$ cat src/hw/atc_regs.svh
// register offsets, fields, reset values and timing counts
`ifndef ATC_REGS_SVH
`define ATC_REGS_SVH
`define ATC_OFS_FLT_L 12'h3e1
`define ATC_OFS_FLT_H 12'h3e2
`define ATC_OFS_TALLY 12'h3e6
`define ATC_OFS_GOAL 12'h3e7
`define ATC_OFS_PREV_L 12'h3e8
`define ATC_OFS_PREV_H 12'h3e9
`define ATC_OFS_RES_L 12'h3ea
`define ATC_OFS_RES_H 12'h3eb
`define ATC_OFS_ACQ_L 12'h3ee
`define ATC_OFS_ACQ_H 12'h3ef
`define ATC_OFS_CAP 12'h3f0
`define ATC_OFS_PRE_L 12'h3f1
`define ATC_OFS_PRE_H 12'h3f2
`define ATC_OFS_CTRL 12'h3c0
`define ATC_OFS_CHAN 12'h3c1
`define ATC_OFS_GO 12'h3c2
`define ATC_OFS_STAT 12'h3c3
`define ATC_OFS_IRQ_ST 12'h3c4
`define ATC_OFS_IRQ_CLR 12'h3c5
`define ATC_OFS_IRQ_EN 12'h3c6
`define ATC_CTRL_MODE 2:0
`define ATC_CTRL_SHIFT 5:3
`define ATC_CTRL_CLK_PICK 6
`define ATC_CTRL_SRC_PICK 7
`define ATC_HI_BITS 12:8
`define ATC_CHAN_A0 7'h00
`define ATC_CHAN_A1 7'h01
`define ATC_CHAN_A2 7'h02
`define ATC_RST_BYTE 8'h00
`define ATC_RST_WORD 16'h0000
`define ATC_RST_TIME 13'h0000
`define ATC_ACQ_DEFAULT_CNT 14'h2000
`define ATC_IRQ_DONE 0
`define ATC_IRQ_THRESH 1
`endif

$ cat src/hw/atc_pkg.sv
// types shared by the timing and result register block
package atc_pkg;
  typedef enum logic [2:0] {
    ATC_MODE_BASIC,
    ATC_MODE_ACCUM,
    ATC_MODE_AVERAGE,
    ATC_MODE_BURST_AVG,
    ATC_MODE_LOW_PASS
  } atc_mode_type;
  typedef enum {
    ATC_IDLE,
    ATC_PRECHARGE,
    ATC_SAMPLE,
    ATC_CONVERT
  } atc_phase_type;
  typedef struct packed {
    logic earlier_source_pick;
    logic timing_clock_pick;
    logic [2:0] shift_amount;
    logic [2:0] mode;
  } atc_ctrl_type;
  typedef struct packed {
    logic precharge;
    logic sample;
    logic convert;
    logic [2:0] port_a_analog_sel;
    logic [4:0] extra_sample_load;
  } atc_core_req_type;
  typedef struct packed {
    logic [11:0] addr;
    logic [7:0] wdata;
    logic wr;
    logic rd;
  } atc_bus_type;
endpackage

$ cat src/hw/atc_top.sv
// converter timing, repeat and result register block
`timescale 1ns/100ps
`include "atc_regs.svh"
// How it works
// - precharge lasts charge_setup_time clocks, zero skips it
// - sampling lasts sampling_window clocks of chosen clock
// - both fields zero skips the sampling phase
// - setup nonzero, window zero gives 8192 clocks
// - extra_sample_load picks 0 to 31 pF
// - threshold checked when tally reaches repeat goal
// - tally counts conversion starts, software rw, resets zero
// - goal and tally used only in filter, average modes
// - accumulate modes: output is sum shifted right
// - low pass mode loads filter result
// - smoothed output is signed 16-bit, read only
// - conversion outcome 16-bit, rw, resets zero
// - earlier outcome 16-bit read only, resets zero
// - timing registers split into high and low bytes
// - conversion outcome split into high and low bytes
// - codes 0,1,2 route port a inputs 0,1,2
// - conversion start captures earlier outcome by source
module atc_top
  import atc_pkg::*;
(
  input wire logic clk_sys,
  input wire logic rst,
  input wire logic [11:0] bus_addr,
  input wire logic [7:0] bus_wdata,
  input wire logic bus_wr,
  input wire logic bus_rd,
  output logic [7:0] bus_rdata,
  input wire logic trigger,
  input wire logic dedicated_rc_oscillator,
  input wire logic core_done,
  input wire logic [11:0] core_data,
  input wire logic signed [17:0] running_sum,
  input wire logic signed [15:0] low_pass_result,
  output atc_core_req_type core_req,
  output logic threshold_check,
  output logic irq
);

  atc_bus_type bus;
  atc_ctrl_type ctrl_q;
  atc_phase_type phase_q;
  logic [12:0] pre_q;
  logic [12:0] acq_q;
  logic [4:0] cap_q;
  logic [7:0] goal_q;
  logic [7:0] tally_q;
  logic [6:0] chan_q;
  logic signed [15:0] flt_q;
  logic [15:0] res_q;
  logic [15:0] prev_q;
  logic [13:0] cnt_q;
  logic [1:0] irq_st_q;
  logic [1:0] irq_en_q;
  logic go_q;
  logic [2:0] rc_sync_q;
  logic [2:0] done_sync_q;
  logic tick;
  logic done_evt;
  logic start;
  logic repeat_mode;
  logic cnt_last;
  logic at_goal;
  logic [1:0] irq_set;
  logic [13:0] acq_cnt;
  logic [11:0] data_sync1_q;
  logic [11:0] data_sync2_q;
  logic [1:0] irq_clr;
  logic [1:0] irq_st_d;
  logic conv_end;
  logic thr_hit;
  logic converting;
  logic busy;

  assign bus = '{addr: bus_addr, wdata: bus_wdata, wr: bus_wr, rd: bus_rd};

  function automatic logic wr_at(input atc_bus_type b, input logic [11:0] a);
    wr_at = b.wr && (b.addr == a);
  endfunction

  function automatic logic [13:0] count_down(input logic [13:0] c);
    count_down = 14'(c - 14'h0001);
  endfunction

  function automatic logic [7:0] hi_byte(input logic [12:0] v);
    hi_byte = {3'h0, v[`ATC_HI_BITS]};
  endfunction

  // rc clock and core done, two flops then edge
  always_ff @(posedge clk_sys or posedge rst) begin
    if (rst) begin
      rc_sync_q <= 3'h0;
      done_sync_q <= 3'h0;
    end else begin
      rc_sync_q <= {rc_sync_q[1:0], dedicated_rc_oscillator};
      done_sync_q <= {done_sync_q[1:0], core_done};
    end
  end

  // conversion value, two flops before use
  always_ff @(posedge clk_sys or posedge rst) begin
    if (rst) begin
      data_sync1_q <= 12'h000;
      data_sync2_q <= 12'h000;
    end else begin
      data_sync1_q <= core_data;
      data_sync2_q <= data_sync1_q;
    end
  end

  // one tick per period of the selected timing clock
  assign tick = ctrl_q.timing_clock_pick ? (rc_sync_q[1] && !rc_sync_q[2]) : 1'b1;
  assign done_evt = done_sync_q[1] && !done_sync_q[2];
  assign converting = (phase_q == ATC_CONVERT);
  assign busy = (phase_q != ATC_IDLE);
  assign conv_end = converting && done_evt;
  assign thr_hit = start && repeat_mode && at_goal;
  assign start = (phase_q == ATC_IDLE) && (go_q || trigger);
  assign cnt_last = tick && (cnt_q == 14'h0001);
  assign repeat_mode = (ctrl_q.mode == ATC_MODE_LOW_PASS)
                    || (ctrl_q.mode == ATC_MODE_BURST_AVG)
                    || (ctrl_q.mode == ATC_MODE_AVERAGE);
  assign at_goal = (8'(tally_q + 8'h01) == goal_q);
  assign acq_cnt = (acq_q == `ATC_RST_TIME) ? `ATC_ACQ_DEFAULT_CNT : {1'b0, acq_q};

  // control registers written by software
  always_ff @(posedge clk_sys or posedge rst) begin
    if (rst) begin
      ctrl_q <= '0;
      chan_q <= 7'h00;
      pre_q <= `ATC_RST_TIME;
      acq_q <= `ATC_RST_TIME;
      cap_q <= 5'h00;
      goal_q <= `ATC_RST_BYTE;
    end else begin
      if (wr_at(bus, `ATC_OFS_CTRL)) begin
        ctrl_q <= bus.wdata;
      end
      if (wr_at(bus, `ATC_OFS_CHAN)) begin
        chan_q <= bus.wdata[6:0];
      end
      if (wr_at(bus, `ATC_OFS_PRE_L)) begin
        pre_q[7:0] <= bus.wdata;
      end
      if (wr_at(bus, `ATC_OFS_PRE_H)) begin
        pre_q[`ATC_HI_BITS] <= bus.wdata[4:0];
      end
      if (wr_at(bus, `ATC_OFS_ACQ_L)) begin
        acq_q[7:0] <= bus.wdata;
      end
      if (wr_at(bus, `ATC_OFS_ACQ_H)) begin
        acq_q[`ATC_HI_BITS] <= bus.wdata[4:0];
      end
      if (wr_at(bus, `ATC_OFS_CAP)) begin
        cap_q <= bus.wdata[4:0];
      end
      if (wr_at(bus, `ATC_OFS_GOAL)) begin
        goal_q <= bus.wdata;
      end
    end
  end

  // software start request, held until taken
  always_ff @(posedge clk_sys or posedge rst) begin
    if (rst) begin
      go_q <= 1'b0;
    end else if (start) begin
      go_q <= 1'b0;
    end else if (wr_at(bus, `ATC_OFS_GO)) begin
      go_q <= bus.wdata[0];
    end
  end

  // conversion sequence and phase counter
  always_ff @(posedge clk_sys or posedge rst) begin
    if (rst) begin
      phase_q <= ATC_IDLE;
      cnt_q <= 14'h0000;
    end else begin
      unique case (phase_q)
        ATC_IDLE: begin
          if (start && pre_q != `ATC_RST_TIME) begin
            phase_q <= ATC_PRECHARGE;
            cnt_q <= {1'b0, pre_q};
          end else if (start && acq_q != `ATC_RST_TIME) begin
            phase_q <= ATC_SAMPLE;
            cnt_q <= acq_cnt;
          end else if (start) begin
            phase_q <= ATC_CONVERT;
          end
        end
        ATC_PRECHARGE: begin
          if (cnt_last) begin
            phase_q <= ATC_SAMPLE;
            cnt_q <= acq_cnt;
          end else if (tick) begin
            cnt_q <= count_down(cnt_q);
          end
        end
        ATC_SAMPLE: begin
          if (cnt_last) begin
            phase_q <= ATC_CONVERT;
          end else if (tick) begin
            cnt_q <= count_down(cnt_q);
          end
        end
        ATC_CONVERT: begin
          if (done_evt) begin
            phase_q <= ATC_IDLE;
          end
        end
      endcase
    end
  end

  // request lines towards the analog core
  always_ff @(posedge clk_sys or posedge rst) begin
    if (rst) begin
      core_req <= '0;
    end else begin
      core_req.precharge <= (phase_q == ATC_PRECHARGE);
      core_req.sample <= (phase_q == ATC_SAMPLE);
      core_req.convert <= converting;
      core_req.extra_sample_load <= cap_q;
      core_req.port_a_analog_sel[0] <= (chan_q == `ATC_CHAN_A0);
      core_req.port_a_analog_sel[1] <= (chan_q == `ATC_CHAN_A1);
      core_req.port_a_analog_sel[2] <= (chan_q == `ATC_CHAN_A2);
    end
  end

  // result and earlier result
  always_ff @(posedge clk_sys or posedge rst) begin
    if (rst) begin
      res_q <= `ATC_RST_WORD;
      prev_q <= `ATC_RST_WORD;
    end else begin
      if (start) begin
        prev_q <= ctrl_q.earlier_source_pick ? flt_q : res_q;
      end
      if (conv_end) begin
        res_q <= {4'h0, data_sync2_q};
      end else begin
        if (wr_at(bus, `ATC_OFS_RES_L)) begin
          res_q[7:0] <= bus.wdata;
        end
        if (wr_at(bus, `ATC_OFS_RES_H)) begin
          res_q[15:8] <= bus.wdata;
        end
      end
    end
  end

  // smoothed output from the computation inputs
  always_ff @(posedge clk_sys or posedge rst) begin
    if (rst) begin
      flt_q <= '0;
    end else begin
      unique case (ctrl_q.mode)
        ATC_MODE_ACCUM, ATC_MODE_AVERAGE, ATC_MODE_BURST_AVG: begin
          flt_q <= 16'(running_sum >>> ctrl_q.shift_amount);
        end
        ATC_MODE_LOW_PASS: begin
          flt_q <= low_pass_result;
        end
        default: begin
          flt_q <= flt_q;
        end
      endcase
    end
  end

  // repeat tally and threshold check pulse
  always_ff @(posedge clk_sys or posedge rst) begin
    if (rst) begin
      tally_q <= `ATC_RST_BYTE;
      threshold_check <= 1'b0;
    end else begin
      threshold_check <= thr_hit;
      if (start && repeat_mode) begin
        tally_q <= at_goal ? 8'h00 : 8'(tally_q + 8'h01);
      end else if (wr_at(bus, `ATC_OFS_TALLY)) begin
        tally_q <= bus.wdata;
      end
    end
  end

  // sticky interrupt status, set wins over clear
  assign irq_set[`ATC_IRQ_DONE] = conv_end;
  assign irq_set[`ATC_IRQ_THRESH] = thr_hit;
  assign irq_clr = wr_at(bus, `ATC_OFS_IRQ_CLR) ? bus.wdata[1:0] : 2'h0;

  for (genvar g = 0; g < 2; g++) begin : g_irq_bit
    assign irq_st_d[g] = irq_set[g] || (irq_st_q[g] && !irq_clr[g]);
  end

  always_ff @(posedge clk_sys or posedge rst) begin
    if (rst) begin
      irq_st_q <= 2'h0;
      irq_en_q <= 2'h0;
      irq <= 1'b0;
    end else begin
      irq_st_q <= irq_st_d;
      if (wr_at(bus, `ATC_OFS_IRQ_EN)) begin
        irq_en_q <= bus.wdata[1:0];
      end
      irq <= |((irq_st_q | irq_set) & irq_en_q);
    end
  end

  // read data, one cycle after the read strobe
  always_ff @(posedge clk_sys or posedge rst) begin
    if (rst) begin
      bus_rdata <= 8'h00;
    end else if (bus.rd) begin
      unique case (bus.addr)
        `ATC_OFS_FLT_L: bus_rdata <= flt_q[7:0];
        `ATC_OFS_FLT_H: bus_rdata <= flt_q[15:8];
        `ATC_OFS_TALLY: bus_rdata <= tally_q;
        `ATC_OFS_GOAL: bus_rdata <= goal_q;
        `ATC_OFS_PREV_L: bus_rdata <= prev_q[7:0];
        `ATC_OFS_PREV_H: bus_rdata <= prev_q[15:8];
        `ATC_OFS_RES_L: bus_rdata <= res_q[7:0];
        `ATC_OFS_RES_H: bus_rdata <= res_q[15:8];
        `ATC_OFS_ACQ_L: bus_rdata <= acq_q[7:0];
        `ATC_OFS_ACQ_H: bus_rdata <= hi_byte(acq_q);
        `ATC_OFS_CAP: bus_rdata <= {3'h0, cap_q};
        `ATC_OFS_PRE_L: bus_rdata <= pre_q[7:0];
        `ATC_OFS_PRE_H: bus_rdata <= hi_byte(pre_q);
        `ATC_OFS_CTRL: bus_rdata <= ctrl_q;
        `ATC_OFS_CHAN: bus_rdata <= {1'b0, chan_q};
        `ATC_OFS_GO: bus_rdata <= {7'h00, go_q};
        `ATC_OFS_STAT: bus_rdata <= {6'h00, converting, busy};
        `ATC_OFS_IRQ_ST: bus_rdata <= {6'h00, irq_st_q};
        `ATC_OFS_IRQ_EN: bus_rdata <= {6'h00, irq_en_q};
        default: bus_rdata <= 8'h00;
      endcase
    end else begin
      bus_rdata <= 8'h00;
    end
  end

endmodule

$ cat config.mk
export PLATFORM = sky130hd
export DESIGN_NAME = atc_top
export DESIGN_NICKNAME = d
export VERILOG_FILES = /design/src/hw/atc_pkg.sv /design/src/hw/atc_top.sv
export VERILOG_INCLUDE_DIRS = /design/src /design/src/hw
export SDC_FILE = /design/constraint.sdc
export NUM_CORES = 1
export LEC_CHECK = 0
export BUFFER_PORTS_ARGS = -buffer_cell sky130_fd_sc_hd__buf_2
export CORE_UTILIZATION = 30
export DETAILED_ROUTE_END_ITERATION = 16
export REMOVE_ABC_BUFFERS = 1
export SYNTH_ARGS = -nofsm -noshare
export SYNTH_HDL_FRONTEND = slang
export SYNTH_SLANG_ARGS = --single-unit
$ cat constraint.sdc
create_clock -name clk_sys -period 6.3 [get_ports clk_sys]
set_input_delay 0.63 -clock clk_sys [delete_from_list [all_inputs] [get_ports clk_sys]]
set_output_delay 0.63 -clock clk_sys [all_outputs]
set_load 0.03 [all_outputs]
### After elaboration in Yosys (flattened, before gate mapping)

Index checks and enable logic that the tools add are counted.

* input port bits: 73
* output and inout port bits: 21
* register bits after elaboration: 212
* logic and storage cells: 157

* shifts and indexed selects: 1
* muxes and demuxes: 28
* bitwise operators: 2
* eq/ne operators: 40
* add/sub/neg operators: 2
* reductions and logical operators: 51

Operator list (count)
* == test 12 x 10 -> 1 bit, second input constant: 20
* two-way mux 32 bit: 6
* case mux 8 bit (19 select lines): 1
* case mux 32 bit (4 select lines): 1
* == test 32 x 2 -> 1 bit, second input constant: 3
* two-way mux 14 bit: 6
* == test 32 x 3 -> 1 bit, second input constant: 2
* zero test 32 bit: 2
* two-way mux 8 bit: 6
* case mux 14 bit (3 select lines): 1
* == test 32 x 1 -> 1 bit, second input constant: 1
* two-way mux 16 bit: 2
* case mux 16 bit (2 select lines): 1
* nonzero test 32 bit: 1
* nonzero test 13 bit: 2
* logical AND 1 bit: 25
* >>> shifter 18 x 3 -> 16 bit: 1
* == test 14 x 1 -> 1 bit, second input constant: 1
* subtractor 14 x 1 -> 14 bit, second input constant: 1
* zero test 13 bit: 1
* nonzero test 2 bit: 5
* adder 8 x 1 -> 8 bit, second input constant: 1
* == test 8 bit: 1
* != test 2 bit, second input constant: 4
* other kinds (19): 29

### Logic depth before layout (Yosys ltp)

* word-level depth: 8
* mapped depth: 12
* depth with buffers taken out: 8

### Least setup slack after synthesis

OpenSTA, ideal clock, no wires.

* kind: input to register
* from: in bus_addr[11]
* to: reg acq_q[1]
* buffers on the path: 2
* stages: 6
* slack: 3973 ps
* required time: 6175 ps
* setup time: 125 ps
* arrival time: 2201 ps
* cells stage by stage: or2_4 or3_1 buf_6 or3_4 buf_6 mux2_4

* word-level cells in the longest chain between the ends: 2

Ends and longest elaborated chain
* start: declaration: RTL line atc_top.sv:27 `input wire logic [11:0] bus_addr,`
* == test 12 x 10 -> 1 bit: RTL line atc_top.sv:81 `wr_at = b.wr && (b.addr == a);`
* logical AND 1 bit: RTL line atc_top.sv:81
* end signal: assignment: RTL line atc_top.sv:135 `` acq_q <= `ATC_RST_TIME; ``
* end signal: assignment: RTL line atc_top.sv:152 `acq_q[7:0] <= bus.wdata;`
* end signal: indexed assignment: RTL line atc_top.sv:155 `` acq_q[`ATC_HI_BITS] <= bus.wdata[4:0]; ``
* end: declaration: RTL line atc_top.sv:47 `logic [12:0] acq_q;`

Every way passes these cells.
A chain may end at the register's enable or synchronous reset.

### Worst setup path in the final report

* from: reg phase_q[0]
* to: reg cnt_q[3]

* word-level cells in the longest chain between the ends: 5
* elaborated cells between the ends (all ways): 13
* those cells by class: eq/ne: 4; mux: 2; reduce/logical: 7

Ends and longest elaborated chain
* start: declaration: RTL line atc_top.sv:45 `atc_phase_type phase_q;`
* start signal: assignment: RTL line atc_top.sv:180 `phase_q <= ATC_IDLE;`
* start signal: assignment: RTL line atc_top.sv:186 `phase_q <= ATC_PRECHARGE;`
* start signal: assignment: RTL line atc_top.sv:189 `phase_q <= ATC_SAMPLE;`
* zero test 32 bit: RTL line atc_top.sv:121 `assign start = (phase_q == ATC_IDLE) && (go_q || trigger);`
* logical AND 1 bit: RTL line atc_top.sv:121
* logical AND 1 bit (no line)
* != test 3 bit (no line) or two-way mux 14 bit (tied branches)
* AND reduction 3 bit (no line) or case mux 14 bit (3 select lines) (tied branches)
* end signal: assignment: RTL line atc_top.sv:187 `cnt_q <= {1'b0, pre_q};`
* end signal: assignment: RTL line atc_top.sv:190 `cnt_q <= acq_cnt;`
* end signal: assignment: RTL line atc_top.sv:198 `cnt_q <= acq_cnt;`
* end: declaration: RTL line atc_top.sv:55 `logic [13:0] cnt_q;`

Parallel ways exist; a longest one is shown, timed or not.

==> results.sh <==
export IMPL_netlist_area_um2=10000
export IMPL_synth_top_area_share_pct=45.4
export IMPL_p_comb_share_pct=31.0
export IMPL_peakVddDrop_v=0.000206
export IMPL_fin_nets=1117
export IMPL_clk_path_buf_depth=2
export IMPL_drive_gt1_share_pct=22.3
export IMPL_route_vias_total=8270
export IMPL_finalPower_uw=3680
export IMPL_grt_setup_unrepaired="false"
export IMPL_ys_types=78
export IMPL_yosysWarnings=0
export IMPL_placementRows=66
export IMPL_post_cts_buffers=0
export IMPL_max_cap_violations=0
export IMPL_crit_path_start_kind="flip-flop"
export IMPL_cts_made_buffers=17
export IMPL_clock_latency_ns=0.45
export IMPL_first_global_vias=8051
export IMPL_hold_path_class="input port to flip-flop"
export IMPL_diodes=0
export IMPL_final_setup_skew_ns=0.0137
export IMPL_cts_tree="built"
export IMPL_drt_iter0_markers=961
export IMPL_tightest_slew_ns=1.15
export IMPL_clock_sinks=182
export IMPL_clock_fmax_ghz=0.277
export IMPL_netlist_instances=985
export IMPL_cp_required_ns=6.63
export IMPL_setup_viol_count_final=0
export IMPL_postSynthAreaPerCell_um2=10.2
export IMPL_grt_max_degree=126
export IMPL_antenna_left=0
export IMPL_power_density_nw_per_um2=324
export IMPL_async_reset_ff_share_pct=100
export IMPL_critical_path_class="flip-flop to flip-flop"
export IMPL_die_x_um=185
export IMPL_wl_per_cell_um=20.8
export IMPL_ctsResizeCount=0
export IMPL_internal_power_uw=2310
export IMPL_ys_flop_type="dfrtp_1"
export IMPL_start_util_pct=30.7
export IMPL_ys_seq_elements=182
export IMPL_finalHoldViolations=0
export IMPL_die_area_um2=34100
export IMPL_worstPathArrival_ns=3.94
export IMPL_status="completed"
export IMPL_antenna_found_initial=1
export IMPL_slew_limit_headroom_pct=22.9
export IMPL_slowest_delay_ns=1.06
export IMPL_tns_ns=0
export IMPL_period_share_pct=57.3
export IMPL_grt_overflow=0
export IMPL_core_area_um2=32700
export IMPL_worstPathCellList="inv_1, ha_1, o21a_1, nand2_1, a31oi_1, o31ai_1, a22o_1"
export IMPL_multi_input_area_um2=5100
export IMPL_crit_slowest_cell="a31oi_1"
export IMPL_fp_dieH_um=185
export IMPL_pwr_share_clk_pct=28.4
export IMPL_clock_root_buffer="clkbuf_16"
export IMPL_hpwl_um=22400
export IMPL_hold_ws_ns=0.288
export IMPL_yosys_top_cells_area="dfrtp_1 (45%), mux2i_1 (6.9%), mux2_2 (6.7%)"
export IMPL_first_pass_iters=5
export IMPL_synth_most_common_cell="dfrtp_1"
export IMPL_setup_worst_path_end_class="flip-flop"
export IMPL_routabilityCongestion=0.927
export IMPL_stdcell_count=1491
export IMPL_dp_cells=1459
export IMPL_grt_usage_pct=18.8
export IMPL_yosys_area_top_type="dfrtp_1"
export IMPL_slew_violations=0
export IMPL_seqPwrFrac_pct=40.6
export IMPL_ioPinCount=94
export IMPL_synth_edf_count=0
export IMPL_ys_seq_area_share_pct=45.4
export IMPL_power_switching_uw=1370
export IMPL_finish_utilization_pct=34.7
export IMPL_path_clk_slew_ns=0.07
export IMPL_drcViolationCount=0
export IMPL_switching_share_pct=37.3
export IMPL_cts_hold_buf=0
export IMPL_wirelength_um=31000
export IMPL_n_fill_cell=3364
export IMPL_htree_levels=4
export IMPL_grt_pass1_wl_um=48300
export IMPL_worst_path_max_fanout=18
export IMPL_ys_top_cells_by_count="dfrtp_1 (182), nand2_1 (85), o21ai_0 (75)"
export IMPL_p_leak_uw=0.00483
export IMPL_area_growth_pct=13.3
export IMPL_avgViaCountPerCell=5.55
export IMPL_final_min_clock_period_ns=3.61
export IMPL_portBuffers=93
export IMPL_regArea_um2=4550
==> placed cells by master (no fill, tap or decap), drive strengths merged, types with 9 or more instances in the layout <==
cell    instances
nor2           68
a31oi          20
nand2b         12
nand2          90
a21oi          52
xnor2           9
mux2i          69
o21ai          76
buf            97
dfrtp         182
nand3          23
nor3           23
clkbuf         18
a211oi         12
a221oi         18
inv            27
mux4            9
nor4           17
mux2           67
==> power by group through the flow <==
stage / combinational (uW) / sequential, uW / clock (uW)
after floorplan: 800 / 1470 / 0
after global placement: 1110 / 1510 / 0
after detailed placement: 1130 / 1510 / 0
after CTS: 1130 / 1490 / 1070
after global routing: 1270 / 1510 / 1120
final: 1140 / 1490 / 1050
==> critical path, delay by kind of cell (launching register included) <==
family,cells,cell delay (ns)
buffers and inverters,1,0.10
AND/OR/NAND/NOR,1,0.51
AO/OA/AOI/OAI,4,2.12
adder cells (fa/ha/maj),1,0.32
flip-flops,1,0.43
==> cells by family (layout without fill, tap and decap cells) <==
logic type / count (synthesis) / in the layout / share of synthesized area, %
xor+xnor: 14 / 14 / 1.22
mux: 145 / 145 / 16.7
buf+inv: 84 / 148 / 3.83
simple gates: 290 / 290 / 14.6
flops: 182 / 182 / 45.4
compound gates: 262 / 262 / 17.3
fa+ha+maj: 8 / 8 / 0.999
==> path summary, 6_finish.rpt <==
path	endpoint	cells past startpoint	slack [ns]	start
max	cnt_q[3]	7	2.69	phase_q[0]
min	data_sync1_q[0]	1	0.29	core_data[0]
max reg2reg	cnt_q[3]	7	2.69	phase_q[0]
min reg2reg	data_sync2_q[11]	0	0.35	data_sync1_q[11]
max in group asynchronous	bus_rdata[0]	3	4.61	rst
min in group asynchronous	data_sync1_q[2]	2	0.36	rst
==> area by class of cell <==
| cell class | count | area share (%) |
|---|---|---|
| multi-input cells | 719 | 44.9 |
| flip-flops and latches | 182 | 40.1 |
| well taps | 442 | 4.87 |
| repair buffers | 97 | 4.36 |
| clock buffers | 18 | 3.87 |
| clock inverters | 14 | 1.19 |
| inverters | 19 | 0.694 |
==> state kept, by name (all words and copies together), names as in the netlist, 8 cells and up <==
register and flops:
flt_q 16, prev_q 16, res_q 16, cnt_q 14, acq_q 13, pre_q 13
data_sync1_q 12, data_sync2_q 12, core_req 11, bus_rdata 8, ctrl_q 8, goal_q 8
tally_q 8
==> stage by stage <==
step | setup slack, ns | cell area, um^2
6_report | 2.69 | 11400
5_1_grt | 2.29 | 11400
4_1_cts | 2.69 | 11400
3_5_place_dp | 2.69 | 10800
3_3_place_gp | 2.83 | 10800
2_1_floorplan | 0.726 | 9710
==> layer usage <==
metal	GRT usage, %	routed length [um]
met5	0	12
met4	6.98	978
met1	25.9	14000
met3	3.36	1950
met2	29.4	14100
(Power assumes the default switching activity.)
